===== config.mk =====
export PLATFORM = sky130hd
export DESIGN_NAME = tpg_top
export DESIGN_NICKNAME = d
export VERILOG_FILES = /design/src/inc/tpg_pkg.sv /design/src/hdl/tpg_prbs.sv /design/src/hdl/tpg_top.sv
export SDC_FILE = /design/constraint.sdc
export NUM_CORES = 1
export LEC_CHECK = 0
export BUFFER_PORTS_ARGS = -buffer_cell sky130_fd_sc_hd__buf_2
export CORE_MARGIN = 2
export CORE_UTILIZATION = 35
export DETAILED_ROUTE_END_ITERATION = 10
export PLACE_DENSITY = 0.51
export SETUP_SLACK_MARGIN = 0.2
export SLEW_MARGIN = 30
export SYNTH_ARGS = -nofsm -noshare
export SYNTH_HDL_FRONTEND = slang
export SYNTH_SLANG_ARGS = --single-unit

===== constraint.sdc =====
create_clock -name ref_clk -period 23.9 [get_ports ref_clk]
set_clock_uncertainty 0.05 [all_clocks]
set_input_delay 3.585 -clock ref_clk [delete_from_list [all_inputs] [get_ports ref_clk]]
set_output_delay 3.585 -clock ref_clk [all_outputs]
set_load 0.005 [all_outputs]

===== src/inc/tpg_pkg.sv =====
// Package of constants, types and helpers for the test pattern frame generator
`default_nettype none
package tpg_pkg;

  // ----------------------------------------------------------------------
  // Sizes and limits
  // ----------------------------------------------------------------------
  localparam int TPG_PROG_DEPTH = 32;
  localparam int TPG_PC_W = 5;
  localparam int TPG_LFSR_W = 31;
  localparam int TPG_TIME_W = 32;
  localparam logic [4:0] TPG_WIDTH_MIN = 5'h04;
  localparam logic [4:0] TPG_WIDTH_MAX = 5'h10;
  localparam logic [12:0] TPG_FLEN_MIN = 13'h0008;
  localparam logic [12:0] TPG_FLEN_MAX = 13'h1000;
  localparam logic [15:0] TPG_CMAX_MIN = 16'h0001;
  localparam logic [10:0] TPG_TIME_GAP_BITS = 11'h400;
  localparam logic [30:0] TPG_LFSR_SEED = 31'h7fffffff;
  localparam logic [15:0] TPG_CNT_RESET = 16'h0000;

  // ----------------------------------------------------------------------
  // Output source, sequence lengths, instructions, states
  // ----------------------------------------------------------------------
  typedef enum logic {TPG_SRC_PRN = 1'b0, TPG_SRC_PCM = 1'b1} tpg_src_e;

  typedef enum logic [2:0] {
    TPG_LEN_7 = 3'h0, TPG_LEN_9 = 3'h1, TPG_LEN_11 = 3'h2, TPG_LEN_15 = 3'h3,
    TPG_LEN_20 = 3'h4, TPG_LEN_23 = 3'h5, TPG_LEN_31 = 3'h6
  } tpg_len_e;

  typedef enum logic [2:0] {
    TPG_OP_FRAME_SYNC = 3'h0,  // frame_sync_word
    TPG_OP_IMMEDIATE = 3'h1,   // immediate_value_load
    TPG_OP_FRAME_COUNT = 3'h2, // frame_counter_word
    TPG_OP_GENERAL = 3'h3,
    TPG_OP_REPEAT = 3'h4
  } tpg_op_e;

  typedef enum logic [2:0] {
    TPG_ST_IDLE = 3'b001,
    TPG_ST_FETCH = 3'b010,
    TPG_ST_SHIFT = 3'b100
  } tpg_state_e;

  // ----------------------------------------------------------------------
  // Carriers
  // ----------------------------------------------------------------------
  typedef struct packed {
    tpg_len_e len_sel;
    logic reverse;
    logic insert_time;
  } tpg_prn_cfg_s;

  typedef struct packed {
    logic [15:0] general_word;
    logic [4:0] bits_per_word;
    logic [12:0] words_per_frame;
    logic count_down;
    logic count_min;
    logic [15:0] count_max;
  } tpg_pcm_cfg_s;

  typedef struct packed {
    tpg_op_e op;
    logic [15:0] data;
  } tpg_instr_s;

  // ----------------------------------------------------------------------
  // Sequence length decode: register degree and feedback tap
  // ----------------------------------------------------------------------
  function automatic logic [4:0] tpg_degree(input tpg_len_e sel);
    unique case (sel)
      TPG_LEN_7: return 5'h07;
      TPG_LEN_9: return 5'h09;
      TPG_LEN_11: return 5'h0b;
      TPG_LEN_15: return 5'h0f;
      TPG_LEN_20: return 5'h14;
      TPG_LEN_23: return 5'h17;
      default: return 5'h1f;
    endcase
  endfunction

  function automatic logic [4:0] tpg_tap(input tpg_len_e sel);
    unique case (sel)
      TPG_LEN_7: return 5'h06;
      TPG_LEN_9: return 5'h05;
      TPG_LEN_11: return 5'h09;
      TPG_LEN_15: return 5'h0e;
      TPG_LEN_20: return 5'h11;
      TPG_LEN_23: return 5'h12;
      default: return 5'h1c;
    endcase
  endfunction

endpackage
`default_nettype wire

===== src/hdl/tpg_prbs.sv =====
// Maximal-length shift register for the pseudo-random source, forward or reverse
`default_nettype none
module tpg_prbs
  import tpg_pkg::*;
(
  input wire logic clk,
  input wire logic rst_n,
  input wire logic advance,
  input wire tpg_pkg::tpg_len_e len_sel,
  input wire logic reverse,
  output logic bit_out
);

  logic [30:0] lfsr_q;
  logic [30:0] lfsr_d;
  logic [30:0] mask;
  tpg_len_e len_q;
  logic [4:0] deg;
  logic [4:0] tap;
  logic top_bit;

  // Low d bits set; trims the register to the selected degree
  function automatic logic [30:0] len_mask(input logic [4:0] d);
    return 31'(({32'h0, 1'b1} << d) - 33'h1);
  endfunction

  // ----------------------------------------------------------------------
  // Next state in either direction
  // ----------------------------------------------------------------------
  always_comb begin
    deg = tpg_degree(len_sel);
    tap = tpg_tap(len_sel);
    mask = len_mask(deg);
    top_bit = lfsr_q[5'(deg - 5'h01)] ^ lfsr_q[5'(tap - 5'h01)];
    if (reverse) begin
      // Undo one forward step; emits the bit a forward run dropped
      top_bit = lfsr_q[0] ^ lfsr_q[tap];
      lfsr_d = ((lfsr_q >> 1) | (31'(top_bit) << (deg - 5'h01))) & mask;
    end else begin
      lfsr_d = ((lfsr_q << 1) | 31'(top_bit)) & mask;
    end
  end

  // ----------------------------------------------------------------------
  // Register; reseeds non-zero when the length changes
  // ----------------------------------------------------------------------
  always_ff @(posedge clk or negedge rst_n) begin
    if (!rst_n) begin
      lfsr_q <= TPG_LFSR_SEED;
      len_q <= TPG_LEN_7;
      bit_out <= 1'b0;
    end else begin
      len_q <= len_sel;
      if (len_q != len_sel) begin
        lfsr_q <= TPG_LFSR_SEED & mask;
      end else if (advance) begin
        lfsr_q <= lfsr_d;
        bit_out <= reverse ? top_bit : lfsr_q[5'(deg - 5'h01)];
      end
    end
  end

endmodule
`default_nettype wire


===== src/hdl/tpg_top.sv =====
// Test pattern frame generator: pseudo-random or programmed PCM frame bit stream
`default_nettype none
// Notes on behaviour
// Pseudo-random settings only matter when the pseudo-random source is selected.
// Seven sequence lengths: degrees 7, 9, 11, 15, 20, 23, 31.
// Direction picks forward or reverse generation of the pattern.
// With time insertion on, the time value is spliced into the random stream.
// Output carries random or PCM data, never both, per type selection.
// PCM data only flows while run is set; halted means nothing output.
// One general word value, placed into frames where the program says.
// Word width 4 to 16 bits; every word serialised at that width.
// Frame length 8 to 4096 words; frames follow back to back.
// Frame counter updates exactly once per transmitted frame.
// Direction setting makes the frame counter count up or down.
// Lowest counter value is 0 or 1 only.
// Highest counter value is 1 to 0xffff.
// PCM settings and program are frozen while the PCM program runs; prog_len is not frozen and is read live by the sequencer.
// PCM program runs only when type selects PCM, whatever run says.
// Program of up to 32 instructions: sync, immediate, counter, general, repeat.
// Program words past the frame length are dropped.
// Counter wraps from highest to lowest and back, per direction.
// Each length comes from a maximal shift register seeded non-zero.
module tpg_top
  import tpg_pkg::*;
(
  input wire logic ref_clk,
  input wire logic reset_n,
  input wire tpg_pkg::tpg_src_e out_type,
  input wire tpg_pkg::tpg_prn_cfg_s prn_cfg,
  input wire logic [31:0] irig_time,
  input wire logic pcm_run,
  input wire tpg_pkg::tpg_pcm_cfg_s pcm_cfg,
  input wire logic [5:0] prog_len,
  input wire logic prog_we,
  input wire logic [4:0] prog_addr,
  input wire tpg_pkg::tpg_instr_s prog_wdata,
  output logic pcm_busy,
  output logic [15:0] frame_count,
  output logic frame_start,
  output logic tx_bit,
  output logic tx_valid
);

  // ----------------------------------------------------------------------
  // Reset release
  // ----------------------------------------------------------------------
  logic rst_meta_q;
  logic rst_n_q;

  // Two flops release the asynchronous reset
  always_ff @(posedge ref_clk or negedge reset_n) begin
    if (!reset_n) begin
      rst_meta_q <= 1'b0;
      rst_n_q <= 1'b0;
    end else begin
      rst_meta_q <= 1'b1;
      rst_n_q <= rst_meta_q;
    end
  end

  // ----------------------------------------------------------------------
  // Declarations
  // ----------------------------------------------------------------------
  tpg_instr_s prog_q [TPG_PROG_DEPTH];
  tpg_pcm_cfg_s cfg_q;
  tpg_state_e state_q;
  logic running;
  logic [4:0] pc_q;
  logic [15:0] rep_q;
  logic [15:0] word_q;
  logic [15:0] last_q;
  logic [4:0] bit_idx_q;
  logic [12:0] word_idx_q;
  logic [15:0] cnt_q;
  logic frame_end;
  logic prn_sel;
  logic prn_bit;
  logic prn_adv;
  logic ins_q;
  logic [4:0] ins_idx_q;
  logic [31:0] time_q;
  logic [10:0] gap_q;
  tpg_instr_s inst;
  logic [15:0] inst_word;

  // PCM program only runs when PCM is the selected type
  assign running = pcm_run && (out_type == TPG_SRC_PCM);
  assign pcm_busy = running;
  assign prn_sel = (out_type == TPG_SRC_PRN);
  assign frame_count = cnt_q;

  // ----------------------------------------------------------------------
  // Frozen settings and program store
  // ----------------------------------------------------------------------
  // Settings follow the inputs only while halted, clamped to legal ranges
  always_ff @(posedge ref_clk or negedge rst_n_q) begin
    if (!rst_n_q) begin
      cfg_q <= '{16'h0000, TPG_WIDTH_MIN, TPG_FLEN_MIN, 1'b0, 1'b0, TPG_CMAX_MIN};
    end else if (!running) begin
      cfg_q <= pcm_cfg;
      cfg_q.bits_per_word <= (pcm_cfg.bits_per_word < TPG_WIDTH_MIN) ? TPG_WIDTH_MIN :
                             (pcm_cfg.bits_per_word > TPG_WIDTH_MAX) ? TPG_WIDTH_MAX :
                             pcm_cfg.bits_per_word;
      cfg_q.words_per_frame <= (pcm_cfg.words_per_frame < TPG_FLEN_MIN) ? TPG_FLEN_MIN :
                               (pcm_cfg.words_per_frame > TPG_FLEN_MAX) ? TPG_FLEN_MAX :
                               pcm_cfg.words_per_frame;
      cfg_q.count_max <= (pcm_cfg.count_max < TPG_CMAX_MIN) ? TPG_CMAX_MIN : pcm_cfg.count_max;
    end
  end

  // Program writes are ignored while running
  always_ff @(posedge ref_clk or negedge rst_n_q) begin
    if (!rst_n_q) begin
      for (int i = 0; i < TPG_PROG_DEPTH; i++) begin
        prog_q[i] <= '{TPG_OP_IMMEDIATE, 16'h0000};
      end
    end else if (prog_we && !running) begin
      prog_q[prog_addr] <= prog_wdata;
    end
  end

  // ----------------------------------------------------------------------
  // Frame program sequencer
  // ----------------------------------------------------------------------
  // Word value for the instruction at the program counter
  always_comb begin
    inst = prog_q[pc_q];
    unique case (inst.op)
      TPG_OP_FRAME_SYNC: inst_word = inst.data;
      TPG_OP_FRAME_COUNT: inst_word = cnt_q;
      TPG_OP_GENERAL: inst_word = cfg_q.general_word;
      default: inst_word = inst.data;
    endcase
  end

  assign frame_end = (state_q == TPG_ST_FETCH) && (word_idx_q == cfg_q.words_per_frame);

  // Fetch a word, then shift it out at the programmed width
  always_ff @(posedge ref_clk or negedge rst_n_q) begin
    if (!rst_n_q) begin
      state_q <= TPG_ST_IDLE;
      pc_q <= 5'h00;
      rep_q <= 16'h0000;
      word_q <= 16'h0000;
      last_q <= 16'h0000;
      bit_idx_q <= 5'h00;
      word_idx_q <= 13'h0000;
    end else if (!running) begin
      state_q <= TPG_ST_IDLE;
      pc_q <= 5'h00;
      rep_q <= 16'h0000;
      word_idx_q <= 13'h0000;
    end else begin
      unique case (state_q)
        TPG_ST_IDLE: begin
          state_q <= TPG_ST_FETCH;
        end
        TPG_ST_FETCH: begin
          if (frame_end) begin
            // Rest of the program is dropped; next frame starts at once
            pc_q <= 5'h00;
            rep_q <= 16'h0000;
            word_idx_q <= 13'h0000;
          end else if (rep_q != 16'h0000) begin
            rep_q <= rep_q - 16'h0001;
            word_q <= last_q;
            word_idx_q <= word_idx_q + 13'h0001;
            bit_idx_q <= 5'(cfg_q.bits_per_word - 5'h01);
            state_q <= TPG_ST_SHIFT;
          end else if ({1'b0, pc_q} >= prog_len) begin
            pc_q <= 5'h00; // Short program restarts to fill the frame
          end else begin
            pc_q <= 5'(pc_q + 5'h01);
            if (inst.op == TPG_OP_REPEAT) begin
              rep_q <= inst.data;
            end else begin
              word_q <= inst_word;
              last_q <= inst_word;
              word_idx_q <= word_idx_q + 13'h0001;
              bit_idx_q <= 5'(cfg_q.bits_per_word - 5'h01);
              state_q <= TPG_ST_SHIFT;
            end
          end
        end
        TPG_ST_SHIFT: begin
          if (bit_idx_q == 5'h00) begin
            state_q <= TPG_ST_FETCH;
          end else begin
            bit_idx_q <= bit_idx_q - 5'h01;
          end
        end
        default: begin
          state_q <= TPG_ST_IDLE;
        end
      endcase
    end
  end

  // ----------------------------------------------------------------------
  // Frame counter
  // ----------------------------------------------------------------------
  // Steps once at each frame end, wrapping between the limits
  always_ff @(posedge ref_clk or negedge rst_n_q) begin
    if (!rst_n_q) begin
      cnt_q <= TPG_CNT_RESET;
    end else if (!running) begin
      cnt_q <= cfg_q.count_down ? cfg_q.count_max : {15'h0000, cfg_q.count_min};
    end else if (frame_end) begin
      if (cfg_q.count_down) begin
        cnt_q <= (cnt_q <= {15'h0000, cfg_q.count_min}) ? cfg_q.count_max : cnt_q - 16'h0001;
      end else begin
        cnt_q <= (cnt_q >= cfg_q.count_max) ? {15'h0000, cfg_q.count_min} : cnt_q + 16'h0001;
      end
    end
  end

  // ----------------------------------------------------------------------
  // Pseudo-random source with time splicing
  // ----------------------------------------------------------------------
  assign prn_adv = prn_sel && !ins_q;

  tpg_prbs u_prbs (
    .clk(ref_clk),
    .rst_n(rst_n_q),
    .advance(prn_adv),
    .len_sel(prn_cfg.len_sel),
    .reverse(prn_cfg.reverse),
    .bit_out(prn_bit)
  );

  // Every gap of random bits, a snapshot of the time word goes out MSB first
  always_ff @(posedge ref_clk or negedge rst_n_q) begin
    if (!rst_n_q) begin
      ins_q <= 1'b0;
      ins_idx_q <= 5'h00;
      time_q <= 32'h00000000;
      gap_q <= 11'h000;
    end else if (!prn_sel || !prn_cfg.insert_time) begin
      ins_q <= 1'b0;
      gap_q <= 11'h000;
    end else if (ins_q) begin
      time_q <= time_q << 1;
      ins_idx_q <= ins_idx_q - 5'h01;
      ins_q <= (ins_idx_q != 5'h00);
    end else if (gap_q == TPG_TIME_GAP_BITS - 11'h001) begin
      gap_q <= 11'h000;
      ins_q <= 1'b1;
      ins_idx_q <= 5'h1f;
      time_q <= irig_time;
    end else begin
      gap_q <= gap_q + 11'h001;
    end
  end

  // ----------------------------------------------------------------------
  // Output selection
  // ----------------------------------------------------------------------
  // One source drives the line at a time
  always_ff @(posedge ref_clk or negedge rst_n_q) begin
    if (!rst_n_q) begin
      tx_bit <= 1'b0;
      tx_valid <= 1'b0;
      frame_start <= 1'b0;
    end else begin
      frame_start <= (state_q == TPG_ST_SHIFT) && (word_idx_q == 13'h0001) &&
                     (bit_idx_q == 5'(cfg_q.bits_per_word - 5'h01));
      if (prn_sel) begin
        tx_valid <= 1'b1;
        tx_bit <= ins_q ? time_q[31] : prn_bit;
      end else begin
        tx_valid <= running && (state_q == TPG_ST_SHIFT);
        tx_bit <= running ? word_q[bit_idx_q[3:0]] : 1'b0;
      end
    end
  end

endmodule
`default_nettype wire


==> summary.txt, run 1 <==
Syn Inst Count = 3,181
Residual DRC count = 0
Worst Path Buf+Inv = 3
Commonest non-fill, non-tap cells in the layout = 765 x dfrtp_1, 651 x mux2_2, 251 x nand2_1
Share of post-route cells with drive strength above 1 = 0.4017
Std-Cell Rows = 125
Crit-path max FO = 10
Post-Syn Area = 41,160 um^2
Fmax = 122.4 MHz
Tot Pwr = 0.003878 W
TNS Setup = 0 ns
P&R area growth vs syn = 14.44%
Power Dens Cells = 82.33 nW/um^2
Length in cells of the worst reg-to-reg path = 13
Vias/cell = 5.402
Maxcap violations = 0
Sequential fraction of the synthesis area = 0.5121
Combinational fraction of design power = 0.138
Dominant register cell in the synthesized netlist = dfrtp_1
Slew of the pin with the lowest slew margin = 1.025 ns
Status = complete, no violations
Worst path slowest cell = nand2_2
Die width = 346.9 um
Core Area = 116,400 um^2
Initial core utilization = 0.3537
Final wirelength = 112.8 mm
# setup viols final = 0
Post-synth EDFFs = 0
RR Endpoint = rep_q[8]$_DFFE_PN0P_
Clock Sinks = 839
Post-Place Cells = 4,681
ANT nets after route = 0
Initial antenna violation count = 8
Die area = 120,400 um^2
Most frequent CP cell = buf_2
RePlAce Congestion = 0.8355
R2r setup slk = 18.41 ns
Clock root buffer = clkbuf_16
Port bufs = 143
Tot GR Track Use = 0.1884
Sequential power share = 0.457
Crit-path max cell delay = 0.30 ns
# IOs = 144
Largest family of logic cells by synthesized area = multiplexers
Clk_lat worst skew = 0.69 ns
Avg Cell Area, Syn = 12.94 um^2
CP startpoint kind = primary input
Area share of fa/ha/maj cells after synthesis = 0.01155
DR vias = 26,290
Flops & latches, synth = 839
Clock power frac = 0.406
Min cycle time layout = 8.170 ns
Post-CTS Setup Repair Bufs = 0
DR WL/cell = 23.17 um
Xor/xnor cell area share of the yosys netlist = 0.01362
Number of global-route vias before repair = 26,970
Most common cell after layout, fill and taps aside = dfrtp_1
Final hold vios = 0
Critical path cell sequence = buf_2 -> nand2_2 -> inv_2 -> buf_2
Switching pwr = 0.0009979 W
RSZ-0062 raised after global routing = false
Synth cell types = 77
Worst endpoint required time = 20.27 ns
CTS max path bufs = 3
Post-synthesis mux area share = 0.3079
Initial drt markers = 1,924
Nets = 3,421
Post-route insts no fill = 4,867
Clk slew on worst S/H paths = 0.05 ns
CTS hold repair buffers = 0
CTS Buf Count = 97
Pin count of the biggest net entering global routing = 172
Synthesis Warnings = 0
Complex-gate fraction of the synthesized area = 0.05684
Internal power = 0.002880 W
Global-route wire length before repair = 174.2 mm
Post-Synth Simple-Gate Area = 0.07080
Die Y = 346.9 um
Cts repair resizes = 0
GR Overflow Total = 0
Worst vdd ir = 53.27 uV
Post-Place Worst Slack = 15.70 ns
Hold WC Path Type = reg -> async
Async S/R FF share, synth = 1.000
Worst Setup End Kind = primary output
CP Class = in -> out
CTS tree = built
Worst path top cell family by delay = buffers and inverters
1st-pass router iterations = 5
Tcrit/Tclk final = 0.3419
Switching share of power = 0.2573
Leak pwr = 20.73 nW
Post-route setup slack = 15.73 ns
Post-DP HPWL = 69.86 mm
H-tree levels = 3
Worst Path Arrival = 4.54 ns
Reg2reg start = pc_q[1]$_DFFE_PN0P_
Worst slew margin = 0.2968
Max Slew Vio Count = 0
-- layout make-up --
class	count	area, um^2
antenna	2	5.005
timing repair buffer	214	1376
tap	1524	1907
fill	11030	69260
clock inverter	40	560.5
sequential	839	21100
inverter	51	191.4
clock buffer	141	2863
multi-input combinational	2056	19100
-- power groups by stage --
stage	Combinational, W	Sequential [W]	Clock [W]
6_report	0.000535	0.00177	0.00157
5_1_grt	0.000589	0.00180	0.00169
4_1_cts	0.000539	0.00177	0.00162
3_5_place_dp	0.000537	0.00179	0
3_3_place_gp	0.000526	0.00179	0
2_1_floorplan	0.000403	0.00176	0
-- synthesized netlist by cell type (35+ instances only) --
master / instances / area [um^2]
mux2_2: 651 / 7331
dfrtp_1: 772 / 19320
mux4_2: 200 / 4504
dfstp_2: 67 / 1760
mux2i_1: 81 / 810.8
nand2_1: 255 / 957.2
ha_1: 38 / 475.5
nor2_1: 171 / 641.9
nand3_1: 38 / 190.2
buf_1: 35 / 131.4
clkbuf_1: 185 / 694.4
o21ai_0: 109 / 545.5
inv_1: 51 / 191.4
xnor2_1: 35 / 306.5
a21oi_1: 130 / 650.6
-- flip-flops by register name, summed over array words and instances, names as in the netlist, 5 cells and up --
name / cells
bit_idx_q: 5
gap_q: 11
time_q: 32
last_q: 16
pc_q: 5
rep_q: 16
prog_q: 608
ins_idx_q: 5
cfg_q: 52
word_idx_q: 13
word_q: 16
u_prbs.lfsr_q: 31
frame_count: 16
-- worst register-to-register path: stages (launching register included) --
cell and delay [ns]:
dfrtp_4 0.65, buf_4 0.80, buf_4 0.87, mux4_2 0.64
mux4_2 0.52, mux2i_2 0.16, buf_4 0.32, o41ai_2 0.19
a2bb2oi_2 0.19, buf_4 0.22, or3_4 0.38, nor3_2 0.14
mux2i_1 0.20, nor2_1 0.05
-- how the worst max path moves through the flow --
stage	start	endpoint	slack [ns]	cells after the start
2_1_floorplan	rst_n_q$_DFF_PN0_	bit_idx_q[0]$_DFFE_PN0P_	10.29	0
3_5_place_dp	out_type	pcm_busy	15.70	4
6_report	out_type	pcm_busy	15.73	4
5_1_grt	out_type	pcm_busy	15.65	4
4_1_cts	out_type	pcm_busy	15.70	4
3_3_place_gp	out_type	pcm_busy	15.75	4
-- metrics by stage --
step / util / area, um^2 / hold WS, ns
finish: 0.4048 / 47110 / 0.2700
global placement: 0.3739 / 43500 / 0.2829
global route: 0.4048 / 47100 / 0.3199
floorplan: - / 41170 / 0.2811
CTS: 0.4038 / 46980 / 0.2988
detailed placement: 0.3744 / 43560 / 0.2856
-- per-layer routing --
layer | vias to the layer above | global-route usage | routed length (um)
met5 | - | 0 | 41
met4 | 6 | 0.05031 | 2438
met3 | 146 | 0.03370 | 5218
met2 | 502 | 0.3015 | 53100
met1 | 13830 | 0.2636 | 51970
li1 | 11800 | - | -
-- cell families after synthesis --
group | after synthesis
AOI/OAI and AO/OA | 385
xor gates and xnor gates | 64
adders and majority gates | 38
buffers and inverters | 288
DFF | 839
muxes | 933
other | 1
and+or+nand+nor | 633
Note: power is estimated with default switching activity, not from simulation.
==> inputs of run 2 (changes only) <==
Clock period 23.9 ns to 6.7 ns, I/O delays scaled along.
==> summary.txt, run 2 (synthesis gave the netlist of run 1 again) <==
Status = complete, no violations
Vias/cell = 5.418
GR Overflow Total = 0
CTS tree = built
DR WL/cell = 24.07 um
Clk slew on worst S/H paths = 0.06 ns
Critical path cell sequence = inv_1 -> ha_1 -> or4b_1 -> nor4b_1 -> nand3_1 -> or2_2 -> o221ai_1 -> buf_4 -> nor3_2 -> buf_4 -> nor2_1 -> a31oi_1
CTS Buf Count = 97
Biggest regs = prog_q: 608 flops, cfg_q: 52 flops, time_q: 32 flops
Nets = 3,426
1st-pass router iterations = 5
Max Slew Vio Count = 0
Worst Path Arrival = 4.74 ns
# IOs = 144
Fmax = 235.3 MHz
RePlAce Congestion = 0.8566
CP Class = reg -> reg
Clock root buffer = clkbuf_16
Post-route insts no fill = 4,869
Final wirelength = 117.2 mm
DR vias = 26,380
Pin count of the biggest net entering global routing = 168
Leak pwr = 20.69 nW
CTS max path bufs = 3
H-tree levels = 3
Crit-path max FO = 32
Die Y = 346.9 um
Worst vdd ir = 199.9 uV
Min cycle time layout = 4.249 ns
Post-Place Cells = 4,687
Die width = 346.9 um
Final hold vios = 0
Clk_lat worst skew = 0.69 ns
Crit-path max cell delay = 0.72 ns
Power Dens Cells = 288.4 nW/um^2
Max reg flops = 608
Filler Cell Count = 10,990
Share of post-route cells with drive strength above 1 = 0.3971
RSZ-0062 raised after global routing = false
Clock Sinks = 839
Initial antenna violation count = 5
P&R area growth vs syn = 14.14%
Hold WC Path Type = reg -> reg
Most common cell after layout, fill and taps aside = dfrtp_1
ANT nets after route = 0
Final core occ = 0.4038
Commonest non-fill, non-tap cells in the layout = 765 x dfrtp_1, 651 x mux2_2, 253 x nand2_1
Slew of the pin with the lowest slew margin = 0.9378 ns
Core Area = 116,400 um^2
CP startpoint kind = flop
Number of global-route vias before repair = 26,840
Tot GR Track Use = 0.1944
Std-Cell Rows = 125
Worst endpoint required time = 7.19 ns
Tcrit/Tclk final = 0.6342
Post-DP HPWL = 70.81 mm
Initial core utilization = 0.3537
# setup viols final = 0
Top reg by flops = prog_q
Most frequent CP cell = buf_4
Die area = 120,400 um^2
Worst path slowest cell = nand3_1
Worst Setup End Kind = flop
Maxcap violations = 0
Global-route wire length before repair = 177.7 mm
Port bufs = 143
Worst slew margin = 0.3748
Residual DRC count = 0
Initial drt markers = 1,695
==> run 2: worst paths after layout <==
kind / slack [ns] / start / depth (start not counted) / endpoint
worst max-delay path: 2.45 / rep_q[0]$_DFFE_PN0P_ / 12 / word_q[2]$_DFFE_PN0P_
worst min-delay path: 0.30 / rst_meta_q$_DFF_PN0_ / 0 / rst_n_q$_DFF_PN0_
worst max register to register: 2.45 / rep_q[0]$_DFFE_PN0P_ / 12 / word_q[2]$_DFFE_PN0P_
worst min register to register: 0.30 / rst_meta_q$_DFF_PN0_ / 0 / rst_n_q$_DFF_PN0_
max in group asynchronous: 4.53 / rst_n_q$_DFF_PN0_ / 2 / prog_q[93]$_DFFE_PN0P_
min in group asynchronous: 0.31 / rst_n_q$_DFF_PN0_ / 0 / prog_q[365]$_DFFE_PN0P_
==> run 2: metrics by stage <==
step / TNS [ns] / setup slack, ns / total power [W] / area (um^2) / hold WS (ns)
final: 0 / 2.451 / 0.01355 / 46980 / 0.2979
after CTS: 0 / 2.462 / 0.01371 / 46920 / 0.2995
after global placement: 0 / 1.901 / 0.008268 / 43580 / 0.2837
after detailed placement: 0 / 1.923 / 0.008321 / 43720 / 0.2847
after floorplan: -1069.84 / -1.389 / 0.007724 / 41170 / 0.2812
after global routing: 0 / 2.105 / 0.01420 / 46980 / 0.3076
==> run 2: repair_timing <==
| action | CTS | global route |
|---|---|---|
| resized for setup | 0 | 0 |
| buffers inserted | 0 | 0 |
| endpoints found under the hold margin | 2 | 0 |
| hold buffers | 1 | 0 |
==> run 2: layout make-up <==
| cell class | instances | area (um^2) | area share |
|---|---|---|---|
| well taps | 1524 | 1907 | 0.04059 |
| clock buffers | 148 | 2859 | 0.06085 |
| diodes | 1 | 2.502 | 0.00005326 |
| repair buffers | 219 | 1488 | 0.03167 |
| inverters | 51 | 191.4 | 0.004075 |
| clock inverters | 31 | 332.8 | 0.007084 |
| multi-input cells | 2056 | 19100 | 0.4066 |
| flip-flops and latches | 839 | 21100 | 0.4491 |
==> run 2: per-layer routing <==
layer	track usage	share of wire	up-vias
met4	0.05031	0.020	6
met1	0.2742	0.46	13880
met3	0.03289	0.048	144
met5	0	0.00041	-
met2	0.3105	0.47	532
li1	-	-	11820
==> run 2: power breakdown <==
group          leakage (nW)  internal [W]  switching [W]
clock                  1.57       0.00307        0.00225
sequential             10.7       0.00587       0.000456
combinational          8.38       0.00107       0.000834
==> run 2: worst max-delay path: cells and delay by family (launching register included) <==
kind                     cells  cell delay [ns]
AND/OR/NAND/NOR              6             2.61
AO/OA/AOI/OAI                2             0.25
adder cells (fa/ha/maj)      1             0.18
buffers and inverters        3             0.60
flip-flops                   1             0.41
==> inputs of run 3 (changes only) <==
Clock period 6.7 ns to 3.9 ns, I/O delays scaled along.
==> summary.txt, run 3 (synthesis gave the netlist of run 1 again) <==
Die Y = 346.9 um
Number of global-route vias before repair = 27,260
Status = complete, no violations
Slew of the pin with the lowest slew margin = 0.8622 ns
Initial core utilization = 0.3537
Hold WS = 0.05709 ns
Leak pwr = 21.28 nW
Std-Cell Rows = 125
Clk_lat worst skew = 0.69 ns
CTS max path bufs = 3
# setup viols final = 0
# IOs = 144
Worst Path Arrival = 4.02 ns
GR Overflow Total = 0
Share of post-route cells with drive strength above 1 = 0.4153
Worst slew margin = 0.4252
Final hold vios = 0
Initial antenna violation count = 8
P&R area growth vs syn = 16.72%
CP startpoint kind = flop
RePlAce Congestion = 0.8142
Die width = 346.9 um
Nets = 3,510
Power Dens Cells = 501.4 nW/um^2
Die area = 120,400 um^2
Vias/cell = 5.363
Final wirelength = 115.1 mm
Pin count of the biggest net entering global routing = 99
Global-route wire length before repair = 176.1 mm
Maxcap violations = 0
Biggest regs = prog_q: 608 flops, cfg_q: 52 flops, time_q: 32 flops
Residual DRC count = 0
H-tree levels = 3
Worst vdd ir = 342.7 uV
Hold WC Path Type = in -> reg
Port bufs = 143
Max Slew Vio Count = 0
ANT nets after route = 0
Crit-path max FO = 14
CP Class = reg -> reg
Most common cell after layout, fill and taps aside = dfrtp_1
Post-DP HPWL = 73.95 mm
Final core occ = 0.4129
Top reg by flops = prog_q
Worst Setup End Kind = flop
Tot GR Track Use = 0.1910
Clock Sinks = 839
CTS tree = built
Cts repair resizes = 0
Min cycle time layout = 3.541 ns
1st-pass router iterations = 5
Initial drt markers = 1,699
Clock root buffer = clkbuf_16
DR WL/cell = 23.23 um
RSZ-0062 raised after global routing = false
Max reg flops = 608
Clk slew on worst S/H paths = 0.06 ns
DR vias = 26,580
TNS Setup = 0 ns
Core Area = 116,400 um^2
Tcrit/Tclk final = 0.9080
Worst endpoint required time = 4.38 ns
Fmax = 282.4 MHz
Commonest non-fill, non-tap cells in the layout = 765 x dfrtp_1, 651 x mux2_2, 254 x nand2_1
Tot Pwr = 0.02409 W
CTS Buf Count = 99
run 3: layer usage:
metal	vias up	GRT usage	wire length [um]
li1	11960	-	-
met1	13940	0.2690	53230
met2	529	0.3089	54570
met3	148	0.03038	5086
met4	4	0.04552	2242
met5	-	0	17
run 3: final cells by class:
class	count	area, um^2
Tap cell	1524	1907
Clock buffer	146	2995
Timing Repair Buffer	301	2185
Sequential cell	839	21100
Antenna cell	2	5.005
Fill cell	11020	68320
Clock inverter	38	566.8
Inverter	51	191.4
Multi-Input combinational cell	2056	19090
run 3: per-stage QoR:
stage	setup WS, ns	cells	cell area [um^2]
finish	0.3587	4957	48040
global route	0.2109	4955	48040
CTS	0.2894	4955	48030
detailed placement	0.3152	4768	44440
global placement	0.3129	4768	44440
floorplan	-4.189	3183	41190
run 3: final timing paths:
| path | from | to | slack, ns | cells past startpoint |
|---|---|---|---|---|
| max in group asynchronous | rst_n_q$_DFF_PN0_ | frame_count[10]$_DFFE_PN0N_ | 2.24 | 2 |
| min | pcm_cfg[35] | cfg_q[33]$_DFFE_PN1N_ | 0.06 | 2 |
| min in group asynchronous | reset_n | rst_n_q$_DFF_PN0_ | 0.15 | 2 |
| min reg2reg | rst_meta_q$_DFF_PN0_ | rst_n_q$_DFF_PN0_ | 0.30 | 0 |
| max | pc_q[1]$_DFFE_PN0P_ | word_idx_q[11]$_DFFE_PN0P_ | 0.36 | 11 |
| max reg2reg | pc_q[1]$_DFFE_PN0P_ | word_idx_q[11]$_DFFE_PN0P_ | 0.36 | 11 |
run 3: what timing repair did:
item / CTS / global route
hold endpoints to repair: 4 / 0
endpoints found under the setup margin: 0 / 0
setup buffers: 0 / 0
hold buffers: 3 / 0
run 3: worst max-delay path: stages (launching register included):
cell and delay [ns]:
dfrtp_4 0.55, buf_4 0.31, mux4_2 0.53, mux4_2 0.51, mux2i_2 0.28, o41ai_2 0.19
o221ai_1 0.23, buf_4 0.25, nor2_1 0.13, nand4_1 0.12, xor2_1 0.16, nor2_1 0.06
run 3: report_power, final:
group | total [W] | switching, W | leakage, nW | internal, W
registers | 0.0109 | 0.000770 | 10.7 | 0.0101
logic | 0.00336 | 0.00145 | 8.80 | 0.00191
clock network | 0.00987 | 0.00392 | 1.75 | 0.00595
